===== config.mk =====
export PLATFORM = sky130hd
export DESIGN_NAME = lbp_top
export DESIGN_NICKNAME = d
export VERILOG_FILES = /design/src/include/lbp_pkg.sv /design/src/logic/lbp_gen.sv /design/src/logic/lbp_top.sv
export SDC_FILE = /design/constraint.sdc
export NUM_CORES = 2
export LEC_CHECK = 0
export BUFFER_PORTS_ARGS = -buffer_cell sky130_fd_sc_hd__buf_2
export CAP_MARGIN = 10
export CORE_MARGIN = 2
export CORE_UTILIZATION = 41
export CTS_CLUSTER_SIZE = 25
export DETAILED_ROUTE_END_ITERATION = 8
export GPL_TIMING_DRIVEN = 0
export SYNTH_ARGS = -nofsm -noshare
export SYNTH_HDL_FRONTEND = slang
export SYNTH_SLANG_ARGS = --single-unit

===== constraint.sdc =====
create_clock -name clk -period 17.45 [get_ports clk]
set_input_delay 0.8725 -clock clk [delete_from_list [all_inputs] [get_ports clk]]
set_output_delay 0.8725 -clock clk [all_outputs]
set_load 0.02 [all_outputs]

===== src/include/lbp_pkg.sv =====
// package of constants, types and helpers for the led blink pattern engine
package lbp_pkg;

  // clock and time base
  localparam int unsigned CLK_NS        = 25;
  localparam int unsigned TICK_US       = 16384;
  localparam int unsigned TICK_CYC      = (TICK_US * 1000) / CLK_NS;
  localparam int unsigned RAMP_TICK_NS  = 2048;
  localparam int unsigned RAMP_CYC      = (RAMP_TICK_NS + CLK_NS - 1) / CLK_NS;

  // duration code segments, counted in ticks
  localparam logic [7:0]  SEG1_LAST     = 8'h3c;
  localparam logic [7:0]  SEG2_LAST     = 8'h7f;
  localparam logic [12:0] SEG1_TICKS    = 13'h003d;
  localparam logic [12:0] SEG2_TICKS    = 13'h0255;
  localparam logic [12:0] SEG2_STEP     = 13'h0008;
  localparam logic [12:0] SEG3_STEP     = 13'h0020;

  // ambient zone decision
  localparam logic [5:0]  RUN_NEED      = 6'h03;
  localparam logic [5:0]  DOWN_BASE     = 6'h06;
  localparam logic [2:0]  ZONE_LAST     = 3'h4;
  localparam int unsigned NUM_BANKS     = 4;
  localparam int unsigned NUM_ZONES     = 5;

  // register map, global
  localparam logic [7:0]  OFF_AMB_CFG   = 8'h00;
  localparam logic [7:0]  OFF_DOWN_DLY  = 8'h01;
  localparam logic [7:0]  OFF_ZONE_INFO = 8'h02;
  localparam logic [7:0]  OFF_STATUS    = 8'h03;
  localparam logic [7:0]  OFF_SCALE0    = 8'h08;
  // register map, per bank: base + 8 * bank + field
  localparam logic [2:0]  BANK_BASE_HI  = 3'h1;
  localparam logic [2:0]  FLD_CFG       = 3'h0;
  localparam logic [2:0]  FLD_UPPER     = 3'h1;
  localparam logic [2:0]  FLD_LOWER     = 3'h2;
  localparam logic [2:0]  FLD_DELAY     = 3'h3;
  localparam logic [2:0]  FLD_RISE      = 3'h4;
  localparam logic [2:0]  FLD_FALL      = 3'h5;
  localparam logic [2:0]  FLD_HIGH      = 3'h6;
  localparam logic [2:0]  FLD_LOW       = 3'h7;

  // field positions
  localparam int unsigned CFG_DUTY_BIT  = 0;
  localparam int unsigned CFG_EXP_BIT   = 1;
  localparam int unsigned CFG_AMB_BIT   = 2;
  localparam int unsigned CFG_PAT_BIT   = 3;
  localparam int unsigned AMB_EN_BIT    = 0;
  localparam int unsigned INT_MODE_BIT  = 0;

  // reset values
  localparam logic [7:0]  RST_BYTE      = 8'h00;
  localparam logic [3:0]  RST_SCALE     = 4'hf;

  typedef enum logic [2:0] {
    ST_IDLE  = 3'b000,
    ST_DELAY = 3'b001,
    ST_RISE  = 3'b010,
    ST_HIGH  = 3'b011,
    ST_FALL  = 3'b100,
    ST_LOW   = 3'b101
  } lbp_state_t;

  typedef enum logic [1:0] {
    ALG_DIRECT     = 2'b00,
    ALG_UP_ONLY    = 2'b01,
    ALG_DOWN_DELAY = 2'b10
  } lbp_alg_t;

  // duration code to tick count: 1, 8 or 32 ticks per step by segment
  function automatic logic [12:0] code_ticks(input logic [7:0] code);
    if (code <= SEG1_LAST) begin
      return 13'(code) + 13'h0001;
    end else if (code <= SEG2_LAST) begin
      return SEG1_TICKS + 13'(code - SEG1_LAST) * SEG2_STEP;
    end else begin
      return SEG2_TICKS + 13'(code - SEG2_LAST) * SEG3_STEP;
    end
  endfunction

endpackage


===== src/logic/lbp_gen.sv =====
// one pattern generator: delay, rise, high hold, fall, low hold
`timescale 1ns/1ps
`default_nettype none
module lbp_gen #(
  parameter int unsigned TICK_CYCLES = lbp_pkg::TICK_CYC
) (
  input  wire logic                clk,
  input  wire logic                rst_n,
  input  wire logic                start,
  input  wire logic                enable,
  input  wire logic                ramp_tick,
  input  wire logic [12:0]         delay_ticks,
  input  wire logic [12:0]         high_ticks,
  input  wire logic [12:0]         low_ticks,
  input  wire logic [2:0]          rise_code,
  input  wire logic [2:0]          fall_code,
  input  wire logic [7:0]          hi_level,
  input  wire logic [7:0]          lo_level,
  output lbp_pkg::lbp_state_t      state,
  output logic      [7:0]          level
);
  import lbp_pkg::*;

  logic [19:0] pre;
  logic        tick;
  logic [12:0] tcnt;
  logic [7:0]  rcnt;
  logic [7:0]  rlim;
  logic        step;

  // private prescaler, restarted at start and held clear outside timed states
  // so every delay and hold lasts whole ticks from its own entry
  assign tick = (pre == 20'(TICK_CYCLES - 1));

  always_ff @(posedge clk) begin
    if (!rst_n || start || tick || state == ST_IDLE || state == ST_RISE || state == ST_FALL) begin
      pre <= '0;
    end else begin
      pre <= pre + 20'h00001;
    end
  end

  // ramp step: one code step every 2^setting ramp ticks
  assign rlim = (8'h01 << ((state == ST_FALL) ? fall_code : rise_code)) - 8'h01;
  assign step = ramp_tick && (rcnt == rlim);

  always_ff @(posedge clk) begin
    if (!rst_n || !(state == ST_RISE || state == ST_FALL) || step) begin
      rcnt <= '0;
    end else if (ramp_tick) begin
      rcnt <= rcnt + 8'h01;
    end
  end

  always_ff @(posedge clk) begin
    if (!rst_n) begin
      state <= ST_IDLE;
      tcnt  <= '0;
      level <= '0;
    end else if (start) begin
      // start comes with the enabling write, before the enable bit is stored
      state <= ST_DELAY;
      tcnt  <= '0;
      level <= lo_level;
    end else if (!enable) begin
      state <= ST_IDLE;
      tcnt  <= '0;
      level <= lo_level;
    end else begin
      case (state)
        ST_DELAY: begin
          level <= lo_level;
          if (tick) begin
            if (tcnt == delay_ticks - 13'h0001) begin
              state <= ST_RISE;
              tcnt  <= '0;
            end else begin
              tcnt <= tcnt + 13'h0001;
            end
          end
        end
        ST_RISE: begin
          if (level >= hi_level) begin
            state <= ST_HIGH;
            level <= hi_level;
          end else if (step) begin
            level <= level + 8'h01;
          end
        end
        ST_HIGH: begin
          level <= hi_level;
          if (tick) begin
            if (tcnt == high_ticks - 13'h0001) begin
              state <= ST_FALL;
              tcnt  <= '0;
            end else begin
              tcnt <= tcnt + 13'h0001;
            end
          end
        end
        ST_FALL: begin
          if (level <= lo_level) begin
            state <= ST_LOW;
            level <= lo_level;
          end else if (step) begin
            level <= level - 8'h01;
          end
        end
        ST_LOW: begin
          level <= lo_level;
          if (tick) begin
            if (tcnt == low_ticks - 13'h0001) begin
              state <= ST_RISE;
              tcnt  <= '0;
            end else begin
              tcnt <= tcnt + 13'h0001;
            end
          end
        end
        default: begin
          state <= ST_IDLE;
          level <= lo_level;
        end
      endcase
    end
  end

endmodule
`default_nettype wire


===== src/logic/lbp_top.sv =====
// led blink pattern engine: registers, ambient zone logic, four generators
//
// Behaviour
// - four generators, each with own registers
// - setting config bit 3 starts pattern delay
// - ramp up only after start delay expires
// - delay code maps piecewise linear, two segments
// - rise ramp speed from eight settings
// - fall ramp speed from eight settings
// - high hold uses two-segment code
// - low hold uses three-segment code
// - low code, linear mapping, duty optional
// - low code, exponential mapping, duty optional
// - high code, linear mapping, duty optional
// - high code, exponential mapping, duty optional
// - levels follow zone decision algorithms
// - zone scale factor multiplies codes, sixteen levels
// - one scale set shared by all generators
// - disabled pattern uses mappers, enabled uses scalers
// - zone info bit 0 selects interrupt mode
// - interrupt pulls low on zone change
// - reading zone info releases interrupt
// - down delay adds three to thirty-four periods
//
// Strobed register access and the register offsets were left to the implementer.
`timescale 1ns/1ps
`default_nettype none
module lbp_top #(
  parameter int unsigned TICK_CYCLES = lbp_pkg::TICK_CYC
) (
  input  wire logic                clk,
  input  wire logic                rst_n,
  input  wire logic [7:0]          reg_addr,
  input  wire logic [7:0]          reg_wdata,
  input  wire logic                reg_wr,
  input  wire logic                reg_rd,
  output logic      [7:0]          reg_rdata,
  input  wire logic [2:0]          ambient_light_input_zone,
  input  wire logic                ambient_light_input_period,
  input  wire logic                int_pin_in,
  output logic                     int_pin_out,
  output logic                     int_pin_oe_n,
  output logic      [3:0][7:0]     bank_level,
  output logic      [3:0]          bank_exp_map,
  output logic      [3:0]          bank_duty_en,
  output logic      [3:0]          bank_pattern_on,
  output logic      [3:0]          bank_zone_mapper,
  output logic      [3:0]          bank_zone_scaler,
  output logic      [2:0]          amb_target_zone
);
  import lbp_pkg::*;

  // per-bank programming registers
  logic [7:0]  cfg       [NUM_BANKS];
  logic [7:0]  upper_level_code [NUM_BANKS];
  logic [7:0]  lower_level_code [NUM_BANKS];
  logic [6:0]  dly_code  [NUM_BANKS];
  logic [2:0]  rise_code [NUM_BANKS];
  logic [2:0]  fall_code [NUM_BANKS];
  logic [6:0]  high_code [NUM_BANKS];
  logic [7:0]  low_code  [NUM_BANKS];
  // global registers
  logic [7:0]  amb_cfg;
  logic [4:0]  down_code;
  logic        int_mode;
  logic [3:0]  scale     [NUM_ZONES];

  logic        amb_en;
  lbp_alg_t    alg;
  logic        bank_hit;
  logic [1:0]  bank_sel;
  logic [2:0]  fld;
  logic        zone_read;

  logic [2:0]  last_zone;
  logic [5:0]  run_cnt;
  logic        run_up;
  logic        up_dir;
  logic [5:0]  need;
  logic        zone_event;
  logic        int_flag;

  logic [9:0]  ramp_pre;
  logic        ramp_tick;
  logic        pin_s1;
  logic        pin_s2;
  logic        pin_s3;
  logic        pin_level;

  logic [3:0]  start;
  logic [3:0]  scaler_on;
  logic [3:0]  cur_scale;
  lbp_state_t  gen_state [NUM_BANKS];
  logic [7:0]  gen_level [NUM_BANKS];
  logic [7:0]  gen_hi    [NUM_BANKS];
  logic [7:0]  gen_lo    [NUM_BANKS];

  // code times zone factor over sixteen
  function automatic logic [7:0] scale_code(input logic [7:0] code, input logic [3:0] s);
    logic [12:0] p;
    p = 13'(code) * 13'({1'b0, s} + 5'h01);
    return p[11:4];
  endfunction

  // address decode for the bank window
  assign bank_hit  = (reg_addr[7:5] == BANK_BASE_HI);
  assign bank_sel  = reg_addr[4:3];
  assign fld       = reg_addr[2:0];
  assign zone_read = reg_rd && (reg_addr == OFF_ZONE_INFO);
  assign amb_en    = amb_cfg[AMB_EN_BIT];
  assign alg       = lbp_alg_t'(amb_cfg[2:1]);

  // register writes
  always_ff @(posedge clk) begin
    if (!rst_n) begin
      amb_cfg   <= RST_BYTE;
      down_code <= '0;
      int_mode  <= 1'b0;
      for (int z = 0; z < NUM_ZONES; z++) begin
        scale[z] <= RST_SCALE;
      end
    end else if (reg_wr) begin
      if (reg_addr == OFF_AMB_CFG) begin
        amb_cfg <= reg_wdata;
      end else if (reg_addr == OFF_DOWN_DLY) begin
        down_code <= reg_wdata[4:0];
      end else if (reg_addr == OFF_ZONE_INFO) begin
        int_mode <= reg_wdata[INT_MODE_BIT];
      end else if (reg_addr >= OFF_SCALE0 && reg_addr < OFF_SCALE0 + 8'(NUM_ZONES)) begin
        scale[3'(reg_addr - OFF_SCALE0)] <= reg_wdata[3:0];
      end
    end
  end

  always_ff @(posedge clk) begin
    if (!rst_n) begin
      for (int b = 0; b < NUM_BANKS; b++) begin
        cfg[b]              <= RST_BYTE;
        upper_level_code[b] <= RST_BYTE;
        lower_level_code[b] <= RST_BYTE;
        dly_code[b]         <= '0;
        rise_code[b]        <= '0;
        fall_code[b]        <= '0;
        high_code[b]        <= '0;
        low_code[b]         <= RST_BYTE;
      end
    end else if (reg_wr && bank_hit) begin
      if (fld == FLD_CFG) begin
        cfg[bank_sel] <= reg_wdata;
      end else if (fld == FLD_UPPER) begin
        upper_level_code[bank_sel] <= reg_wdata;
      end else if (fld == FLD_LOWER) begin
        lower_level_code[bank_sel] <= reg_wdata;
      end else if (fld == FLD_DELAY) begin
        dly_code[bank_sel] <= reg_wdata[6:0];
      end else if (fld == FLD_RISE) begin
        rise_code[bank_sel] <= reg_wdata[2:0];
      end else if (fld == FLD_FALL) begin
        fall_code[bank_sel] <= reg_wdata[2:0];
      end else if (fld == FLD_HIGH) begin
        high_code[bank_sel] <= reg_wdata[6:0];
      end else begin
        low_code[bank_sel] <= reg_wdata;
      end
    end
  end

  // read data, one cycle after the strobe
  always_ff @(posedge clk) begin
    if (!rst_n) begin
      reg_rdata <= '0;
    end else if (reg_rd) begin
      if (reg_addr == OFF_AMB_CFG) begin
        reg_rdata <= amb_cfg;
      end else if (reg_addr == OFF_DOWN_DLY) begin
        reg_rdata <= {3'h0, down_code};
      end else if (reg_addr == OFF_ZONE_INFO) begin
        reg_rdata <= {int_flag, ambient_light_input_zone, amb_target_zone, int_mode};
      end else if (reg_addr == OFF_STATUS) begin
        reg_rdata <= {3'h0, pin_level, bank_pattern_on};
      end else if (reg_addr >= OFF_SCALE0 && reg_addr < OFF_SCALE0 + 8'(NUM_ZONES)) begin
        reg_rdata <= {4'h0, scale[3'(reg_addr - OFF_SCALE0)]};
      end else if (bank_hit) begin
        if (fld == FLD_CFG) begin
          reg_rdata <= cfg[bank_sel];
        end else if (fld == FLD_UPPER) begin
          reg_rdata <= upper_level_code[bank_sel];
        end else if (fld == FLD_LOWER) begin
          reg_rdata <= lower_level_code[bank_sel];
        end else if (fld == FLD_DELAY) begin
          reg_rdata <= {1'b0, dly_code[bank_sel]};
        end else if (fld == FLD_RISE) begin
          reg_rdata <= {5'h00, rise_code[bank_sel]};
        end else if (fld == FLD_FALL) begin
          reg_rdata <= {5'h00, fall_code[bank_sel]};
        end else if (fld == FLD_HIGH) begin
          reg_rdata <= {1'b0, high_code[bank_sel]};
        end else begin
          reg_rdata <= low_code[bank_sel];
        end
      end else begin
        reg_rdata <= '0;
      end
    end else begin
      reg_rdata <= '0;
    end
  end

  // zone decision: direct, up-only, down-delay
  assign up_dir = (ambient_light_input_zone > amb_target_zone);
  assign need   = (!up_dir && alg == ALG_DOWN_DELAY) ? DOWN_BASE + {1'b0, down_code} : RUN_NEED;

  always_ff @(posedge clk) begin
    if (!rst_n) begin
      amb_target_zone <= '0;
      run_cnt         <= '0;
      run_up          <= 1'b0;
    end else if (!amb_en) begin
      run_cnt <= '0;
    end else if (ambient_light_input_period) begin
      if (ambient_light_input_zone == amb_target_zone || (alg == ALG_UP_ONLY && !up_dir)) begin
        run_cnt <= '0;
      end else if (run_cnt != 6'h00 && run_up != up_dir) begin
        run_cnt <= 6'h01;
        run_up  <= up_dir;
      end else if (run_cnt + 6'h01 >= need) begin
        amb_target_zone <= ambient_light_input_zone;
        run_cnt         <= '0;
      end else begin
        run_cnt <= run_cnt + 6'h01;
        run_up  <= up_dir;
      end
    end
  end

  // interrupt on any zone change of the averaged input while amb_en is set
  assign zone_event = amb_en && ambient_light_input_period && (ambient_light_input_zone != last_zone);

  always_ff @(posedge clk) begin
    if (!rst_n) begin
      last_zone <= '0;
    end else if (ambient_light_input_period) begin
      last_zone <= ambient_light_input_zone;
    end
  end

  always_ff @(posedge clk) begin
    if (!rst_n) begin
      int_flag <= 1'b0;
    end else if (zone_event) begin
      int_flag <= 1'b1;
    end else if (zone_read) begin
      int_flag <= 1'b0;
    end
  end

  assign int_pin_out  = 1'b0;
  assign int_pin_oe_n = !(int_mode && int_flag);

  // pin level seen back from the wire
  always_ff @(posedge clk) begin
    if (!rst_n) begin
      pin_s1    <= 1'b1;
      pin_s2    <= 1'b1;
      pin_s3    <= 1'b1;
      pin_level <= 1'b1;
    end else begin
      pin_s1 <= int_pin_in;
      pin_s2 <= pin_s1;
      pin_s3 <= pin_s2;
      if (pin_s2 == pin_s3) begin
        pin_level <= pin_s3;
      end
    end
  end

  // shared ramp step rate
  assign ramp_tick = (ramp_pre == 10'(RAMP_CYC - 1));

  always_ff @(posedge clk) begin
    if (!rst_n || ramp_tick) begin
      ramp_pre <= '0;
    end else begin
      ramp_pre <= ramp_pre + 10'h001;
    end
  end

  assign cur_scale = (amb_target_zone > ZONE_LAST) ? RST_SCALE : scale[amb_target_zone];

  // per-bank generators and level selection
  for (genvar b = 0; b < NUM_BANKS; b++) begin : g_bank
    assign start[b] = reg_wr && bank_hit && (bank_sel == 2'(b)) && (fld == FLD_CFG)
                      && reg_wdata[CFG_PAT_BIT] && !cfg[b][CFG_PAT_BIT];
    assign scaler_on[b] = amb_en && cfg[b][CFG_AMB_BIT];
    assign gen_hi[b] = scaler_on[b] ? scale_code(upper_level_code[b], cur_scale)
                                    : upper_level_code[b];
    assign gen_lo[b] = scaler_on[b] ? scale_code(lower_level_code[b], cur_scale)
                                    : lower_level_code[b];

    lbp_gen #(
      .TICK_CYCLES (TICK_CYCLES)
    ) i_lbp_gen (
      .clk         (clk),
      .rst_n       (rst_n),
      .start       (start[b]),
      .enable      (cfg[b][CFG_PAT_BIT]),
      .ramp_tick   (ramp_tick),
      .delay_ticks (code_ticks({1'b0, dly_code[b]})),
      .high_ticks  (code_ticks({1'b0, high_code[b]})),
      .low_ticks   (code_ticks(low_code[b])),
      .rise_code   (rise_code[b]),
      .fall_code   (fall_code[b]),
      .hi_level    (gen_hi[b]),
      .lo_level    (gen_lo[b]),
      .state       (gen_state[b]),
      .level       (gen_level[b])
    );

    always_ff @(posedge clk) begin
      if (!rst_n) begin
        bank_level[b]       <= '0;
        bank_exp_map[b]     <= 1'b0;
        bank_duty_en[b]     <= 1'b0;
        bank_pattern_on[b]  <= 1'b0;
        bank_zone_mapper[b] <= 1'b0;
        bank_zone_scaler[b] <= 1'b0;
      end else begin
        // idle banks fall back to normal brightness control
        bank_level[b]       <= (gen_state[b] == ST_IDLE) ? upper_level_code[b] : gen_level[b];
        bank_exp_map[b]     <= cfg[b][CFG_EXP_BIT];
        bank_duty_en[b]     <= cfg[b][CFG_DUTY_BIT];
        bank_pattern_on[b]  <= (gen_state[b] != ST_IDLE);
        bank_zone_mapper[b] <= scaler_on[b] && !cfg[b][CFG_PAT_BIT];
        bank_zone_scaler[b] <= scaler_on[b] && cfg[b][CFG_PAT_BIT];
      end
    end
  end

endmodule
`default_nettype wire


== Word-level counts from Yosys, hierarchy flattened ==
Memory sizes are Yosys's and may differ from the RTL's. A register that Yosys moved wholly into a read port is not among the register bits.
Index checks and enable logic that the tools add are counted.
W data, S select, Z words.
Storage, ports and cells
  flip-flop bits (word level): 310
  bits in writable memories: 228
  logic and storage cells: 728
  memories: 9
Memories
  cfg: depth 4, width 8, rd ports 5, clocked after memory_dff 0, wr ports 4, line lbp_top.sv:54  | logic [7:0] cfg [NUM_BANKS];
  low_code: depth 4, width 8, rd ports 5, clocked after memory_dff 0, wr ports 4, line lbp_top.sv:61  | logic [7:0] low_code [NUM_BANKS];
  lower_level_code: depth 4, width 8, rd ports 5, clocked after memory_dff 0, wr ports 4, line lbp_top.sv:56  | logic [7:0] lower_level_code [NUM_BANKS];
  upper_level_code: depth 4, width 8, rd ports 5, clocked after memory_dff 0, wr ports 4, line lbp_top.sv:55  | logic [7:0] upper_level_code [NUM_BANKS];
  dly_code: depth 4, width 7, rd ports 5, clocked after memory_dff 0, wr ports 4, line lbp_top.sv:57  | logic [6:0] dly_code [NUM_BANKS];
  high_code: depth 4, width 7, rd ports 5, clocked after memory_dff 0, wr ports 4, line lbp_top.sv:60  | logic [6:0] high_code [NUM_BANKS];
  +3 memories
Operators by class
  $add $sub $neg: 85
  multipliers: 8
  magnitude comparators: 29
  equality and inequality tests: 133
  shift operators: 4
  multiplexer cells: 250
  bitwise operators: 9
  reduce and logical (&&, ||, !) cells: 139
Operator list (count)
  $mux W13: 40
  $mux W8: 53
  $eq A13 B13 Y1: 12
  $pmux W13 S3: 4
  $sub A13 B1 Y13 const B: 12
  $ne A4 B3 Y1 const B: 32
  $mux W3: 41
  $add A7 B11 Y12 const A: 8
  $pmux W8 S3: 4
  $mul A8 B13 Y12: 7
  $mux W1: 88
  $add A20 B1 Y20 const B: 4
  $eq A20 B20 Y1 const B: 4
  $add A7 B1 Y8 const B: 8
  $add A8 B1 Y8 const B: 8
  $reduce_and A8 Y1: 8
  $sub A7 B6 Y8 const B: 8
  $sub A8 B1 Y8 const B: 8
  $pmux W3 S5: 4
  $le A7 B6 Y1 const B: 8
  $add A10 B13 Y13 const A: 4
  $add A13 B1 Y13 const B: 4
  $add A7 B12 Y13 const A: 4
  $ne A2 B1 Y1 const B: 24
  other kinds (56): 260

== Depth between registers and ports, before layout ==
  depth after elaboration: 14
  depth in mapped cells: 40

== By module ==
Synthesis repeated with hierarchy kept, for this count alone.
Unflattened totals
  cell total of the unflattened synthesis: 5934
  area total of the unflattened synthesis: 49570.0 µm²
Modules (own cells, without submodules)
  lbp_top: times used 1, cells each 3314, area an instance 29806.1 µm²
  lbp_gen: times used 4, cells each 655, area an instance 4941.0 µm²

== Worst setup path after synthesis ==
Ideal clock, no wire load.
  path kind: register -> register
  start: register (tool-made name)
  end: register g_bank[1].i_lbp_gen.level[4]
  data arrival time: 8.202 ns
  required time: 17.331 ns
  setup slack: 9.130 ns
  cell stages (with the launch flop): 37
  buffers on the path: 6
  cell sequence: dfxtp_1 -> buf_4 -> mux2_4 -> a222oi_1 -> and2_0 -> buf_2 -> inv_1 -> ha_1 -> a21bo_2 -> nor2_1 -> clkbuf_1 -> clkbuf_1 -> clkbuf_1 -> and2_1 -> fa_1 -> fa_1 -> inv_1 -> fa_1 -> inv_1 -> ha_1 -> or4_1 -> a21oi_1 -> o31ai_2 -> a21oi_1 -> o21bai_1 -> a21oi_1 -> xnor2_1 -> mux2_2 -> o22ai_1 -> ha_1 -> a211oi_1 -> nand2_1 -> nor2_1 -> a21oi_1 -> nand3b_1 -> buf_4 -> o221a_2
RTL lines
  end signal, assigned: line lbp_gen.sv:64  | level <= lo_level;
  end signal, assigned: line lbp_gen.sv:68  | level <= lo_level;
  end signal, assigned: line lbp_gen.sv:72  | level <= lo_level;
  end, declared: line lbp_gen.sv:20  | output logic [7:0] level

==> key figures <==
Power
  – Peak supply drop: 0.0693 mV
  – Pwr dens: 74.2 mW/mm^2
  – Leakage: roughly 21 nW
  – Pwr Total: roughly 4.0 mW

Synth
  – Count leader, synth: nor2_1
  – Mapped Cells: 5,953
  – Yosys cell types: 110
  – Ys Warns: 0
  – Top post-synthesis cells by area: edfxtp_1 15%, dfxtp_1 13%, ha_1 8.0%
  – Synth Cell Area: 0.0491 mm^2
  – Seq/Total Area, Yosys: 0.275
  – Synthesis-stage register bit count: 553
  – Mean Syn Cell Area: slightly above 8 um^2
  – Async S/R FF share, synth: 0
  – Post-synth top flop: dfxtp_1
  – Dominant cell type by area after synthesis: edfxtp_1
  – Synth top cells by count: 655 x nor2_1, 631 x nand2_1, 401 x inv_1
  – Area fraction of the dominant cell type after synthesis: 0.147
  – EDFF count, synth: 240

CTS
  – H-tree levels: 3
  – CTS tree: done
  – Clock slew at the register clock pins of the worst setup and hold paths: 0.06 ns
  – CTS max path bufs: 3
  – Resized cells post-CTS: 0
  – Worst-Skew Late Latency: 0.70 ns
  – Hold buffers post-CTS: 0
  – Cts bufs inserted: 69
  – # clock sinks: 553
  – Root Buffer: clkbuf_16
  – Postcts setup bufs: 0

Floorplan
  – Die Span X: approximately 350 um
  – Die Footprint: 0.122 mm^2
  – Initial Utilization: 0.414
  – I/O pin count: 90
  – Core area: 0.118 mm^2
  – Die Y: 350 um
  – Cell Rows: between 100 and 150

Global routing
  – Grt ovf: 0
  – Largest net degree at the start of global routing: 14
  – M3 GR Usage: 0.0614
  – M1 GR Usage: 0.388
  – M2 GR Usage: 0.405
  – First-pass GRT wire length: 258 mm
  – GR Util All Layers: 0.275
  – Vias in the first global route: 42,400
  – GRT Max-Usage Layer: met2
  – Initial antenna violation count: 18

Worst hold path
  – Hold endpoint: pin_s1$_SDFF_PN1_
  – Hold Path Cell Cnt: 2
  – Hold WC Path Type: in2reg
  – Min-delay src: int_pin_in

Finish
  – Max FFs per register: 80
  – Fin nets: around 6,600
  – Non-Filler Instances: roughly 8,000
  – Largest regs: g_bank.i_lbp_gen.pre (80), g_bank.i_lbp_gen.tcnt (52)
  – Number of fillers in the final layout: 11,800
  – Most flop-heavy register: g_bank.i_lbp_gen.pre
  – Area delta synth->final: 10.0%
  – Layout cell share with drive strength beyond 1: 0.0723

Routing
  – Drt first pass iters: 6
  – Antenna viol nets, final: 0
  – Detailed Route WL: approximately 170 mm
  – Drc violations: 0
  – Detailed-route via count: about 45,000
  – Via-to-Cell Ratio: 5.83
  – Routed len/inst: ~22 um
  – Iteration-0 DRC Markers: between 4,000 and 5,000

Worst setup path
  – Crit-path max FO: 10
  – Reg2reg end: g_bank[2].i_lbp_gen.level[0]$_SDFFE_PN0P_
  – Worst r2r path cells: 38
  – Crit Path Class: reg2reg
  – CP max stage cell: nor2b_1
  – Startpoint types: flop
  – CP peak stage delay: 0.90 ns
  – Crit. End Element: flop
  – Flop2flop setup slack: 4.97 ns
  – Crit path DAT: 13.10 ns
  – Worst Path Required: 18.08 ns

Timing
  – Clk_skew: 0.0296 ns
  – Fmax: 80.2 MHz
  – Max Slew Vio Count: 0
  – Post-layout min period: between 10 and 15 ns
  – Final worst-path cycle share: 0.715
  – Measured slew at the worst slew-check pin: 1.32 ns
  – Fin. Hold Viols: 0
  – Max-slew headroom: 0.119
  – RSZ-0062 raised after global routing: false
  – Setup-failing EPs final: 0
  – Setup TNS: 0 ns

Outcome
  – Outcome: complete, no violations

Placed design
  – Post-DP HPWL: 134 mm
  – Placed Cells: 7,664
  – IO buf count: 86
  – Gpl congestion: 0.999

Flow run
  – Max_cap viols: 0
-- critical path, delay by kind of cell, from the launching register on --
kind                       cells  cell delay (ns)
DFF                            1             0.30
xor gates and xnor gates       1             0.18
adders and majority gates      6             2.24
buffers and inverters          8             2.88
and+or+nand+nor               11             3.92
AOI/OAI and AO/OA             12             2.86
-- cells by family after synthesis --
logic type      share of synthesized area
flops                               0.275
simple gates                        0.242
xor+xnor                           0.0900
fa+ha+maj                           0.134
mux                                0.0528
compound gates                      0.148
buf+inv                            0.0590
other cells                     0.0000764
-- report_power, final --
part | total (mW) | internal, mW | switching [mW] | leakage, nW
sequential | 1.45 | 1.39 | 0.0627 | 4.84
combinational | 1.08 | 0.427 | 0.656 | 15.1
clock | 1.47 | 0.820 | 0.646 | 1.09
-- layout make-up --
type / count / area [um^2] / area share
buffer: 349 / 1380 / 0.0255
clock inverter: 39 / 439 / 0.00814
inverter: 405 / 1520 / 0.0282
sequential: 553 / 13500 / 0.250
multi-input combinational: 4658 / 32800 / 0.607
timing repair buffer: 105 / 546 / 0.0101
antenna: 8 / 20.0 / 0.000371
clock buffer: 87 / 1830 / 0.0339
tap: 1600 / 2000 / 0.0371
-- cells in the final DEF (no fill, tap or decap), types with 47 or more instances in the layout --
cell type / count
a211oi_1: 59
a21oi_1: 293
a31oi_1: 51
and2_1: 203
and3_1: 64
buf_2: 124
clkbuf_1: 295
clkbuf_16: 69
dfxtp_1: 313
edfxtp_1: 240
fa_1: 128
ha_1: 315
inv_1: 401
mux2i_1: 83
mux4_2: 63
nand2_1: 631
nand2b_1: 66
nand3_1: 237
nand4_1: 75
nor2_1: 655
nor2b_1: 62
nor3_1: 115
o21ai_0: 230
or2_2: 47
or3_1: 60
xnor2_1: 305
xor2_1: 186
-- how the worst max path moves through the flow --
stage | start | endpoint | slack (ns) | cells past startpoint
6_report | flop | g_bank[2].i_lbp_gen.level[0]$_SDFFE_PN0P_ | 4.97 | 38
2_1_floorplan | flop | g_bank[1].i_lbp_gen.level[4]$_SDFFE_PN0P_ | 9.13 | 36
4_1_cts | flop | g_bank[2].i_lbp_gen.level[0]$_SDFFE_PN0P_ | 5.42 | 38
3_5_place_dp | flop | g_bank[2].i_lbp_gen.level[0]$_SDFFE_PN0P_ | 5.48 | 38
5_1_grt | flop | g_bank[2].i_lbp_gen.level[1]$_SDFFE_PN0P_ | 4.56 | 38
3_3_place_gp | flop | g_bank[2].i_lbp_gen.level[0]$_SDFFE_PN0P_ | 5.37 | 38
-- routing by layer --
metal  vias up  share of wire  wire length, um
met5         -        0.00057               98
met2      1991           0.42            72300
met3       320           0.10            17600
li1      21300              -                -
met4        14          0.040             6830
met1     21900           0.44            75700
-- stage by stage --
stage,utilization,hold slack (ns),instance area (um^2),setup slack [ns]
after global routing,0.456,0.401,54000,4.56
after global placement,0.435,0.390,51500,5.37
final,0.456,0.391,54000,4.97
after detailed placement,0.436,0.395,51700,5.48
after floorplan,-,0.386,49100,9.13
after CTS,0.455,0.362,53900,5.42
(Power assumes the default switching activity.)
